### config.mk
export PLATFORM = sky130hd
export DESIGN_NAME = lkd_top
export DESIGN_NICKNAME = d
export VERILOG_FILES = /design/src/rtl/lkd_pkg.sv /design/src/rtl/lkd_cipher_if.sv /design/src/rtl/lkd_top.sv /design/src/rtl/lkd_decrypt.sv
export VERILOG_INCLUDE_DIRS = /design/src /design/src/rtl
export SDC_FILE = /design/constraint.sdc
export NUM_CORES = 1
export LEC_CHECK = 0
export BUFFER_PORTS_ARGS = -buffer_cell sky130_fd_sc_hd__buf_2
export CORE_MARGIN = 2
export CORE_UTILIZATION = 25
export DETAILED_ROUTE_END_ITERATION = 16
export GPL_TIMING_DRIVEN = 0
export HOLD_SLACK_MARGIN = 0.03
export SETUP_SLACK_MARGIN = 0.4
export SLEW_MARGIN = 40
export SYNTH_ARGS = -nofsm -noshare
export SYNTH_HDL_FRONTEND = slang
export SYNTH_HIERARCHICAL = 1
export SYNTH_SLANG_ARGS = --single-unit
### constraint.sdc
create_clock -name ref_clk -period 7.4 [get_ports ref_clk]
set_clock_uncertainty 0.1 [all_clocks]
set_input_delay 0.37 -clock ref_clk [delete_from_list [all_inputs] [get_ports ref_clk]]
set_output_delay 0.37 -clock ref_clk [all_outputs]
set_load 0.02 [all_outputs]
### src/rtl/lkd_defs.svh
// Purpose: named constants of the learn key derivation block
// Assumes: included by bare name from the package and modules
// Notes: definitions only
`ifndef LKD_DEFS_SVH
`define LKD_DEFS_SVH

// -------------------------------------------------------------
// configuration byte fields
// -------------------------------------------------------------
`define LKD_CFG_ALG_BIT 0
`define LKD_CFG_SECURE_BIT 2

// -------------------------------------------------------------
// code word layout
// -------------------------------------------------------------
`define LKD_CW_BITS_MIN 7'h42
`define LKD_CW_BITS_28_MAX 7'h43
`define LKD_CW_BITS_MAX 7'h45
`define LKD_HOP_BTN_LSB 28
`define LKD_HOP_OVF_LSB 26
`define LKD_HOP_DISC_LSB 16
`define LKD_HOP_SYNC_LSB 0
`define LKD_FIX_LSB 32
`define LKD_FUNC_LSB_28 60
`define LKD_STAT_LSB_28 64
`define LKD_FUNC_LSB_32 64

// -------------------------------------------------------------
// seed lengths and prefix nibbles
// -------------------------------------------------------------
`define LKD_SEED_BITS_32 7'h20
`define LKD_SEED_BITS_48 7'h30
`define LKD_SEED_BITS_60 7'h3c
`define LKD_NIBBLE_UPPER 4'h6
`define LKD_NIBBLE_LOWER 4'h2
`define LKD_NIBBLE_ZERO 4'h0

// -------------------------------------------------------------
// block cipher
// -------------------------------------------------------------
`define LKD_ROUNDS 10'h210
`define LKD_NLF_TABLE 32'h3a5c742e
`define LKD_KEY_TAP_BASE 6'h0f

`endif

### src/rtl/lkd_pkg.sv
// Purpose: shared types of the learn key derivation block
// Assumes: lkd_defs.svh on the include path
// Notes: constants live in the header, types here
`include "lkd_defs.svh"

package lkd_pkg;

   // -------------------------------------------------------------
   // sequencer states, one-hot
   // -------------------------------------------------------------
   typedef enum logic [3:0] {
      LKD_IDLE = 4'h1,
      LKD_UPPER = 4'h2,
      LKD_LOWER = 4'h4,
      LKD_FINISH = 4'h8
   } lkd_state_t;

   typedef logic [31:0] lkd_word_t;
   typedef logic [63:0] lkd_key_t;

endpackage : lkd_pkg

### src/rtl/lkd_cipher_if.sv
// Purpose: carrier between sequencer and decryption core
// Assumes: single clock domain
// Notes: start is a one-cycle pulse, done a one-cycle pulse
`timescale 1ns/10ps

interface lkd_cipher_if;
   logic start;
   logic [31:0] data_in;
   logic [63:0] key;
   logic done;
   logic [31:0] data_out;

   modport seq (output start, output data_in, output key, input done, input data_out);
   modport core (input start, input data_in, input key, output done, output data_out);
endinterface : lkd_cipher_if

### src/rtl/lkd_top.sv
// Purpose: derive a 64-bit transmitter crypt key while learning
// Assumes: code word and seed presented with their bit counts at start
// Notes: hop fields are split as received; decoding them is done elsewhere
//
// Overview of operation
// - normal or secure learning seed source
// - encoder type from received bit count
// - upper seed gives upper key half
// - normal: 6h and 2h prefix serial
// - secure: seed halves, prefix nibble zeroed
// - 32-bit seed: zero-topped serial, full seed
// - 48-bit seed: serial bits 23:12 and seed upper sixteen
// - 60-bit seed: upper 28 seed bits
// - decrypt method: cipher each seed, mfr key
// - xor method: seed halves xor mfr halves
// - algorithm select zero decrypt, one xor
// - config bit 2 enables secure learning
// - new mfr code triggers erase all
// - learn input low pulse ends indication
// - accept 66 to 69 bit code words
// - split hop: buttons, overflow, discrimination, sync
// - split fixed: status, function, serial
`timescale 1ns/10ps
`include "lkd_defs.svh"

module lkd_top (
   // clock and reset
   input wire logic ref_clk,
   input wire logic sys_rst,
   // configuration and manufacturer code
   input wire logic [7:0] cfg_byte,
   input wire lkd_pkg::lkd_key_t mfr_code,
   input wire logic mfr_code_written,
   // learn control
   input wire logic learn_start,
   input wire logic learn_request_input,
   // received words
   input wire logic derive_req,
   input wire logic [68:0] code_word,
   input wire logic [6:0] code_bits,
   input wire logic [63:0] seed_word,
   input wire logic [6:0] seed_bits,
   // results
   output logic derive_done,
   output logic derive_error,
   output lkd_pkg::lkd_key_t crypt_key,
   output logic learn_indication,
   output logic erase_all,
   // parsed code word fields
   output logic [3:0] button_bits,
   output logic [1:0] overflow_bits,
   output logic [9:0] disc_bits,
   output logic [15:0] sync_value,
   output logic [1:0] status_bits,
   output logic [3:0] function_bits,
   output logic [31:0] serial_number
);
   import lkd_pkg::*;

   lkd_cipher_if cif ();

   lkd_state_t state, next_state;
   lkd_word_t upper_seed, lower_seed;
   lkd_word_t next_upper_seed, next_lower_seed;
   lkd_key_t next_crypt_key;
   logic next_derive_done, next_derive_error;
   logic use_xor, next_use_xor;
   logic start, next_start;
   logic learn_req_prev, next_learn_indication, next_erase_all;
   logic secure_sel, alg_sel, cw_ok, serial_32;
   logic [27:0] serial28;
   lkd_word_t in_upper, in_lower;
   logic seed_ok;

   // -------------------------------------------------------------
   // decryption core
   // -------------------------------------------------------------
   lkd_decrypt u_decrypt (
      .ref_clk(ref_clk),
      .sys_rst(sys_rst),
      .cif(cif.core)
   );

   // cipher runs on one seed at a time, upper first
   assign cif.start = start;
   assign cif.data_in = (state == LKD_LOWER) ? lower_seed : upper_seed;
   assign cif.key = mfr_code;

   // -------------------------------------------------------------
   // seed composition
   // -------------------------------------------------------------
   // sampled at the strobe, so inputs may change once the request is taken
   always_comb begin
      alg_sel = cfg_byte[`LKD_CFG_ALG_BIT];
      secure_sel = cfg_byte[`LKD_CFG_SECURE_BIT];
      cw_ok = (code_bits >= `LKD_CW_BITS_MIN) && (code_bits <= `LKD_CW_BITS_MAX);
      serial_32 = code_bits > `LKD_CW_BITS_28_MAX;
      serial28 = code_word[`LKD_FIX_LSB +: 28];
      in_upper = 32'h00000000;
      in_lower = 32'h00000000;
      seed_ok = 1'b1;
      if (!secure_sel) begin
         in_upper = {`LKD_NIBBLE_UPPER, serial28};
         in_lower = {`LKD_NIBBLE_LOWER, serial28};
      end else if (seed_bits == `LKD_SEED_BITS_32) begin
         in_upper = {`LKD_NIBBLE_ZERO, serial28};
         in_lower = seed_word[31:0];
      end else if (seed_bits == `LKD_SEED_BITS_48) begin
         in_upper = {`LKD_NIBBLE_ZERO, serial28[23:12], seed_word[47:32]};
         in_lower = seed_word[31:0];
      end else if (seed_bits == `LKD_SEED_BITS_60) begin
         in_upper = {`LKD_NIBBLE_ZERO, seed_word[59:32]};
         in_lower = seed_word[31:0];
      end else begin
         seed_ok = 1'b0;
      end
   end

   // -------------------------------------------------------------
   // derivation sequencer
   // -------------------------------------------------------------
   // the xor path needs no cipher, so it goes straight to finish and is done two cycles after the request
   always_comb begin
      next_state = state;
      next_upper_seed = upper_seed;
      next_lower_seed = lower_seed;
      next_use_xor = use_xor;
      next_crypt_key = crypt_key;
      next_derive_done = 1'b0;
      next_derive_error = 1'b0;
      next_start = 1'b0;
      case (state)
         LKD_IDLE: begin
            if (derive_req) begin
               if (!cw_ok || !seed_ok) begin
                  next_derive_error = 1'b1;
               end else begin
                  next_upper_seed = in_upper;
                  next_lower_seed = in_lower;
                  next_use_xor = alg_sel;
                  if (alg_sel) begin
                     next_state = LKD_FINISH;
                  end else begin
                     next_state = LKD_UPPER;
                     next_start = 1'b1;
                  end
               end
            end
         end
         LKD_UPPER: begin
            if (cif.done) begin
               next_crypt_key[63:32] = cif.data_out;
               next_state = LKD_LOWER;
               next_start = 1'b1;
            end
         end
         LKD_LOWER: begin
            if (cif.done) begin
               next_crypt_key[31:0] = cif.data_out;
               next_state = LKD_FINISH;
            end
         end
         LKD_FINISH: begin
            if (use_xor) begin
               next_crypt_key = {upper_seed ^ mfr_code[63:32],
                                 lower_seed ^ mfr_code[31:0]};
            end
            next_derive_done = 1'b1;
            next_state = LKD_IDLE;
         end
         default: begin
            next_state = LKD_IDLE;
         end
      endcase
   end

   // register the sequencer
   always_ff @(posedge ref_clk) begin
      if (sys_rst) begin
         state <= LKD_IDLE;
         upper_seed <= 32'h00000000;
         lower_seed <= 32'h00000000;
         use_xor <= 1'b0;
         crypt_key <= 64'h0000000000000000;
         derive_done <= 1'b0;
         derive_error <= 1'b0;
         start <= 1'b0;
      end else begin
         state <= next_state;
         upper_seed <= next_upper_seed;
         lower_seed <= next_lower_seed;
         use_xor <= next_use_xor;
         crypt_key <= next_crypt_key;
         derive_done <= next_derive_done;
         derive_error <= next_derive_error;
         start <= next_start;
      end
   end

   // -------------------------------------------------------------
   // learn indication and erase
   // -------------------------------------------------------------
   // a start in the same cycle as the low pulse keeps the indication on
   always_comb begin
      next_learn_indication = learn_indication;
      if (learn_req_prev && !learn_request_input) begin
         next_learn_indication = 1'b0;
      end
      if (learn_start) begin
         next_learn_indication = 1'b1;
      end
      next_erase_all = mfr_code_written;
   end

   // register indication, erase pulse and learn input history
   always_ff @(posedge ref_clk) begin
      if (sys_rst) begin
         learn_indication <= 1'b0;
         erase_all <= 1'b0;
         learn_req_prev <= 1'b1;
      end else begin
         learn_indication <= next_learn_indication;
         erase_all <= next_erase_all;
         learn_req_prev <= learn_request_input;
      end
   end

   // -------------------------------------------------------------
   // code word field split
   // -------------------------------------------------------------
   // fields latch on each idle strobe with a valid word length, even one refused for seed length; the guard gap leaves ample time
   always_ff @(posedge ref_clk) begin
      if (sys_rst) begin
         button_bits <= 4'h0;
         overflow_bits <= 2'h0;
         disc_bits <= 10'h000;
         sync_value <= 16'h0000;
         status_bits <= 2'h0;
         function_bits <= 4'h0;
         serial_number <= 32'h00000000;
      end else if (derive_req && state == LKD_IDLE && cw_ok) begin
         button_bits <= code_word[`LKD_HOP_BTN_LSB +: 4];
         overflow_bits <= code_word[`LKD_HOP_OVF_LSB +: 2];
         disc_bits <= code_word[`LKD_HOP_DISC_LSB +: 10];
         sync_value <= code_word[`LKD_HOP_SYNC_LSB +: 16];
         if (serial_32) begin
            serial_number <= code_word[`LKD_FIX_LSB +: 32];
            function_bits <= code_word[`LKD_FUNC_LSB_32 +: 4];
            status_bits <= {1'b0, code_word[68]};
         end else begin
            serial_number <= {`LKD_NIBBLE_ZERO, serial28};
            function_bits <= code_word[`LKD_FUNC_LSB_28 +: 4];
            status_bits <= code_word[`LKD_STAT_LSB_28 +: 2];
         end
      end
   end
endmodule : lkd_top

### src/rtl/lkd_decrypt.sv
// Purpose: iterative 32-bit block decryption, one round per clock
// Assumes: data_in and key held stable from start until done
// Notes: a new start while busy is ignored
`timescale 1ns/10ps
`include "lkd_defs.svh"

module lkd_decrypt (
   // clock and reset
   input wire logic ref_clk,
   input wire logic sys_rst,
   // link to the sequencer
   lkd_cipher_if.core cif
);
   import lkd_pkg::*;

   logic busy, next_busy;
   logic [9:0] round, next_round;
   lkd_word_t state, next_state;
   logic done, next_done;
   logic [5:0] tap;
   lkd_word_t nlf_table;
   logic [4:0] nlf_idx;
   logic fb;

   // -------------------------------------------------------------
   // round logic
   // -------------------------------------------------------------
   // the key tap walks backwards so the rounds undo encryption in reverse
   always_comb begin
      tap = `LKD_KEY_TAP_BASE - round[5:0];
      nlf_idx = {state[30], state[25], state[19], state[8], state[0]};
      // a literal cannot be bit-selected, so the table goes through a variable
      nlf_table = `LKD_NLF_TABLE;
      fb = state[31] ^ state[15] ^ cif.key[tap] ^ nlf_table[nlf_idx];
      next_busy = busy;
      next_round = round;
      next_state = state;
      next_done = 1'b0;
      if (!busy && cif.start) begin
         next_busy = 1'b1;
         next_round = 10'h000;
         next_state = cif.data_in;
      end else if (busy) begin
         next_state = {state[30:0], fb};
         next_round = round + 10'h001;
         if (round == `LKD_ROUNDS - 10'h001) begin
            next_busy = 1'b0;
            next_done = 1'b1;
         end
      end
   end

   // register the round state
   always_ff @(posedge ref_clk) begin
      if (sys_rst) begin
         busy <= 1'b0;
         round <= 10'h000;
         state <= 32'h00000000;
         done <= 1'b0;
      end else begin
         busy <= next_busy;
         round <= next_round;
         state <= next_state;
         done <= next_done;
      end
   end

   assign cif.done = done;
   assign cif.data_out = state;
endmodule : lkd_decrypt

==> Word-level counts from Yosys, hierarchy flattened <==
Memory sizes are Yosys's and may differ from the RTL's. A register that Yosys moved wholly into a read port is not among the register bits.
Cells that the tools add are included.
{ "word_totals": {"elab_cells": 120, "mem_bits_ro": 32, "memories": 1, "ff_bits": 253, "out_inout_bits": 138, "inputBits": 225} }
{ "op_classes": {"bitwise": 9, "muxes": 46, "addsub": 2, "n_eq_ne": 13, "magnitude_cmp": 5, "reduce_logical": 21} }
{ "memory_table": {"columns": ["memory", "words", "width", "rd", "rd_ports_with_merged_regs", "wr", "line_no", "rtl"], "rows": [
  ["(name not given)", 32, 1, 1, 1, 0, "lkd_decrypt.sv:34", "fb = state[31] ^ state[15] ^ cif.key[tap] ^ nlf_table[nlf_idx];"]
]} }
{ "op_table": {"columns": ["op", "n"], "rows": [
  ["32-bit two-way mux", 9],
  ["32-bit one-hot mux with 2 select lines", 2],
  ["28-bit two-way mux", 3],
  ["64-bit two-way mux", 1],
  ["32-bit XOR", 2],
  ["31-bit two-way mux", 1],
  ["4-bit two-way mux", 6],
  ["7-bit by 6-bit equality test with 1-bit output, second input constant", 3],
  ["1-bit two-way mux", 18],
  ["4-bit one-hot mux with 3 select lines", 1],
  ["10-bit by 1-bit adder with 10-bit output, second input constant", 1],
  ["10-bit equality test, second input constant", 1],
  ["5-bit two-way mux", 2],
  ["3-bit AND reduction", 3],
  ["2-bit nonzero test", 4],
  ["7-bit >= comparator, second input constant", 1],
  ["7-bit greater-than comparator, second input constant", 1],
  ["7-bit less-or-equal comparator, second input constant", 1],
  ["6-bit by 7-bit < comparator with 1-bit output, second input constant", 1],
  ["1-bit binary-select mux with 6-bit select", 1],
  ["5-bit by 6-bit < comparator with 1-bit output, second input constant", 1],
  ["2-bit inequality test, second input constant", 3],
  ["3-bit OR reduction", 2],
  ["4-bit by 6-bit subtractor with 6-bit output, first input constant", 1],
  ["other kinds (14)", 27]
]} }

==> Depth between registers and ports, before layout <==
{ "logic_depth": {"depth_word": 10, "mapped_depth": 11} }

==> Modules after synthesis <==
The synthesis kept the hierarchy.
{ "modules_own_cells": {"columns": ["mod", "area_each_um2", "n_inst", "cells_each", "seq_area_each_um2"], "rows": [
  ["lkd_top", 9630.5, 1, 1119, 4124.0],
  ["lkd_decrypt", 2785.2, 1, 299, 900.9]
]} }

==> Worst setup path before layout <==
OpenSTA, ideal clock, no wires.
{ "synth_timing": {"kind": "register to register", "start": "register state[2]", "end": "register with a tool-made name", "period_less_slack_ns": 2.783, "n_path_buf": 1, "setup_slack_ns": 4.617, "arrival_time_ns": 2.604, "path_stages_with_launch": 9, "setup_ns": 0.079, "required_time_ns": 7.221, "cell_sequence": "dfxtp_1 nor4b_2 clkbuf_1 mux2_2 mux2_1 mux2i_1 o221ai_1 or3_1 a22oi_1"} }
{ "synth_lines": {"columns": ["element", "line_no", "rtl"], "rows": [
  ["from (decl)", "lkd_top.sv:62", "lkd_state_t state, next_state;"],
  ["from (signal assigned)", "lkd_top.sv:189", "state <= next_state;"]
]} }

==> flow_summary.json <==
{
  "status": "finished clean",
  "grt_pass1_vias": 12400,
  "rsz0062_at_grt": "no",
  "cts_root_buffer": "clkbuf_16",
  "hpwl_um": 43600,
  "synth.area.top_cells": "dfxtp_1, a21oi_1, nand2_1, mux2i_1, xnor2_1",
  "track_usage_pct": 20.3,
  "synthToLayoutAreaGrowth_pct": 36.6,
  "crit_buf_inv": 2,
  "ir_drop_uv": 160,
  "worstSetupEndpointType": "register",
  "via_per_inst": 4.88,
  "ys_types": 76,
  "power_leakage_uw": 0.00644,
  "overflow": 0,
  "fin_crit_ns": 3.45,
  "portBuffers": 350,
  "syn-num-nets": 1646,
  "cts.reportedPaths.clkPinSlew_ns": 0.06,
  "drt_iter0_markers": 776,
  "cts_buffers": 30,
  "drv_cap": 0,
  "p_total_uw": 3280,
  "start_util_pct": 25.4,
  "antenna_found_initial": 4,
  "cpLargestDelayFamily": "compound AO/OA/AOI/OAI gates",
  "fin_ws_ns": 3.95,
  "finalNonFillerCells": 2572,
  "fmax_mhz": 290,
  "synthArstFlopShare_pct": 0,
  "cts_buffer_depth": 3,
  "ys_seq_elements": 251,
  "hold_violations": 0,
  "fp.dieW_um": 227,
  "dp_slack_ns": 4.01,
  "final_common_cell": "buf_2",
  "diodes": 0,
  "most-common-layout-cells": "buf_2, nand2_1, dfxtp_1",
  "synth_top_area_share_pct": 40.5,
  "syn_area_mm2": 0.0124,
  "drive_gt1_share_pct": 28.5,
  "globalplace.congestion": 0.943,
  "worst_slew_pin_slew_ns": 0.900,
  "num_vias": 12600,
  "dpl.cell_count": 2433,
  "htree_levels": 1,
  "fin_nets": 2112,
  "crit_fanout": 10,
  "start_kind": "register",
  "min_period_over_period_pct": 46.6,
  "ys.flop_type": "dfxtp_1",
  "cts_tree": "yes",
  "wl_per_cell_um": 21.2,
  "core-area_mm2": 0.0490,
  "power.density_mw_per_mm2": 193,
  "hold_path.class": "input port to register",
  "avgSynthCellArea_um2": 8.76,
  "setup_violations": 0,
  "cp_slowest_stage_delay_ns": 0.51,
  "slew_headroom_pct": 40.0,
  "crit_type": "register to register",
  "cp_slowest_cell": "a211oi_1",
  "synth_edf_count": 0,
  "postRouteAntennaNets": 0,
  "multi_input_area_mm2": 0.00675,
  "critical_path_arrival_ns": 3.80,
  "ios": 363,
  "grt_max_degree": 15,
  "dieArea_mm2": 0.0515,
  "fp.dieH_um": 227,
  "dr.pass1.iters": 5,
  "path_cells": "nor4b_2 > buf_2 > buf_2 > mux2_2 > mux2i_1 > a211oi_1 > nor2b_1 > nor3_1 > a211oi_1 > a22oi_1",
  "ys.warnings.count": 6,
  "tns_ns": 0,
  "slew_violations": 0,
  "clk_latency_ns": 0.57,
  "drc": 0,
  "yosysTopAreaCell": "dfxtp_1",
  "required_ns": 7.75,
  "fill_cells": 5029,
  "clkSinkCount": 251,
  "grt_pass1_wl_um": 76800,
  "ys_seq_area_share_pct": 40.5,
  "routed_wl_um": 54500,
  "finish.utilization_pct": 34.6,
  "rows": 81,
  "ff_latch_area_mm2": 0.00502,
  "post_cts_buffers": 0,
  "synth_cells": 1418
}
what timing repair did:
action                                 CTS  global route
hold buffers                            82             0
endpoints found under the hold margin   81             0
gates resized for setup                  0             0
cell type report:
class | count | share of cell area (%)
multi-input cells | 1040 | 39.8
flip-flops and latches | 251 | 29.6
repair buffers | 434 | 15.3
clock buffers | 45 | 5.53
well taps | 664 | 4.90
plain buffers | 120 | 3.74
clock inverters | 11 | 0.996
inverters | 7 | 0.155
state kept, by name, indices dropped and copies added (netlist names), 2 cells and up, named ones only:
signal and count:
disc_bits 10, serial_number 32, upper_seed 29, u_decrypt/round 10
overflow_bits 2, crypt_key 64, u_decrypt/cif.data_out 32, sync_value 16
lower_seed 32, function_bits 4, status_bits 2, button_bits 4
state 4
worst min-delay path, cell delays in order:
cell and delay [ns]:
buf_2 0.15, nand2_1 0.08, a21oi_1 0.06
kinds of logic after synthesis:
logic type      share of synthesized area (%)
simple gates                             14.9
compound gates                           22.7
flops                                    40.5
buf+inv                                  5.30
mux                                      11.0
xor+xnor                                 5.22
fa+ha+maj                               0.302
final timing paths:
| kind | from | end | slack (ns) | cells past startpoint |
|---|---|---|---|---|
| min | code_word[53] | serial_number[21]$_SDFFE_PP0P_ | 0.04 | 3 |
| min reg2reg | crypt_key[24]$_SDFFE_PP0P_ | crypt_key[24]$_SDFFE_PP0P_ | 0.35 | 2 |
| max | state[2]$_SDFFE_PP0P_ | register | 3.95 | 10 |
| max reg2reg | state[2]$_SDFFE_PP0P_ | register | 3.95 | 10 |
report_power, final:
group | total (uW) | internal, uW | leakage [uW] | switching [uW]
combinational | 290 | 129 | 0.00389 | 161
clock | 1630 | 1010 | 0.000534 | 616
sequential | 1360 | 1360 | 0.00202 | 5.92
per-layer routing:
metal | up-vias | global-route usage (%) | part of all wire, %
met5 | - | 0 | 0.064
met4 | 6 | 8.36 | 3.9
met3 | 104 | 4.32 | 7.5
met2 | 514 | 34.5 | 47
met1 | 5951 | 24.9 | 41
li1 | 5980 | - | -
Yosys cell counts, types with 7 or more instances:
| library cell | number |
|---|---|
| buf_2 | 30 |
| nand3_1 | 10 |
| a211oi_2 | 20 |
| xor2_1 | 9 |
| nand2_1 | 253 |
| a22oi_1 | 31 |
| buf_1 | 9 |
| a211oi_1 | 68 |
| xnor2_1 | 65 |
| nor2_1 | 116 |
| a22o_1 | 16 |
| a21oi_1 | 191 |
| mux4_2 | 14 |
| a311oi_1 | 8 |
| dfxtp_1 | 251 |
| o21ai_0 | 36 |
| mux2i_1 | 66 |
| clkbuf_1 | 63 |
| o211ai_1 | 30 |
| nor3_1 | 7 |
| mux2_2 | 28 |
metrics by stage:
stage	hold slack, ns	area [um^2]
finish	0.0428	17000
detailed placement	0.343	15000
global route	0.0343	17000
CTS	0.0334	17000
global placement	0.339	15000
floorplan	0.348	12400
Note: power is estimated with default switching activity, not from simulation.
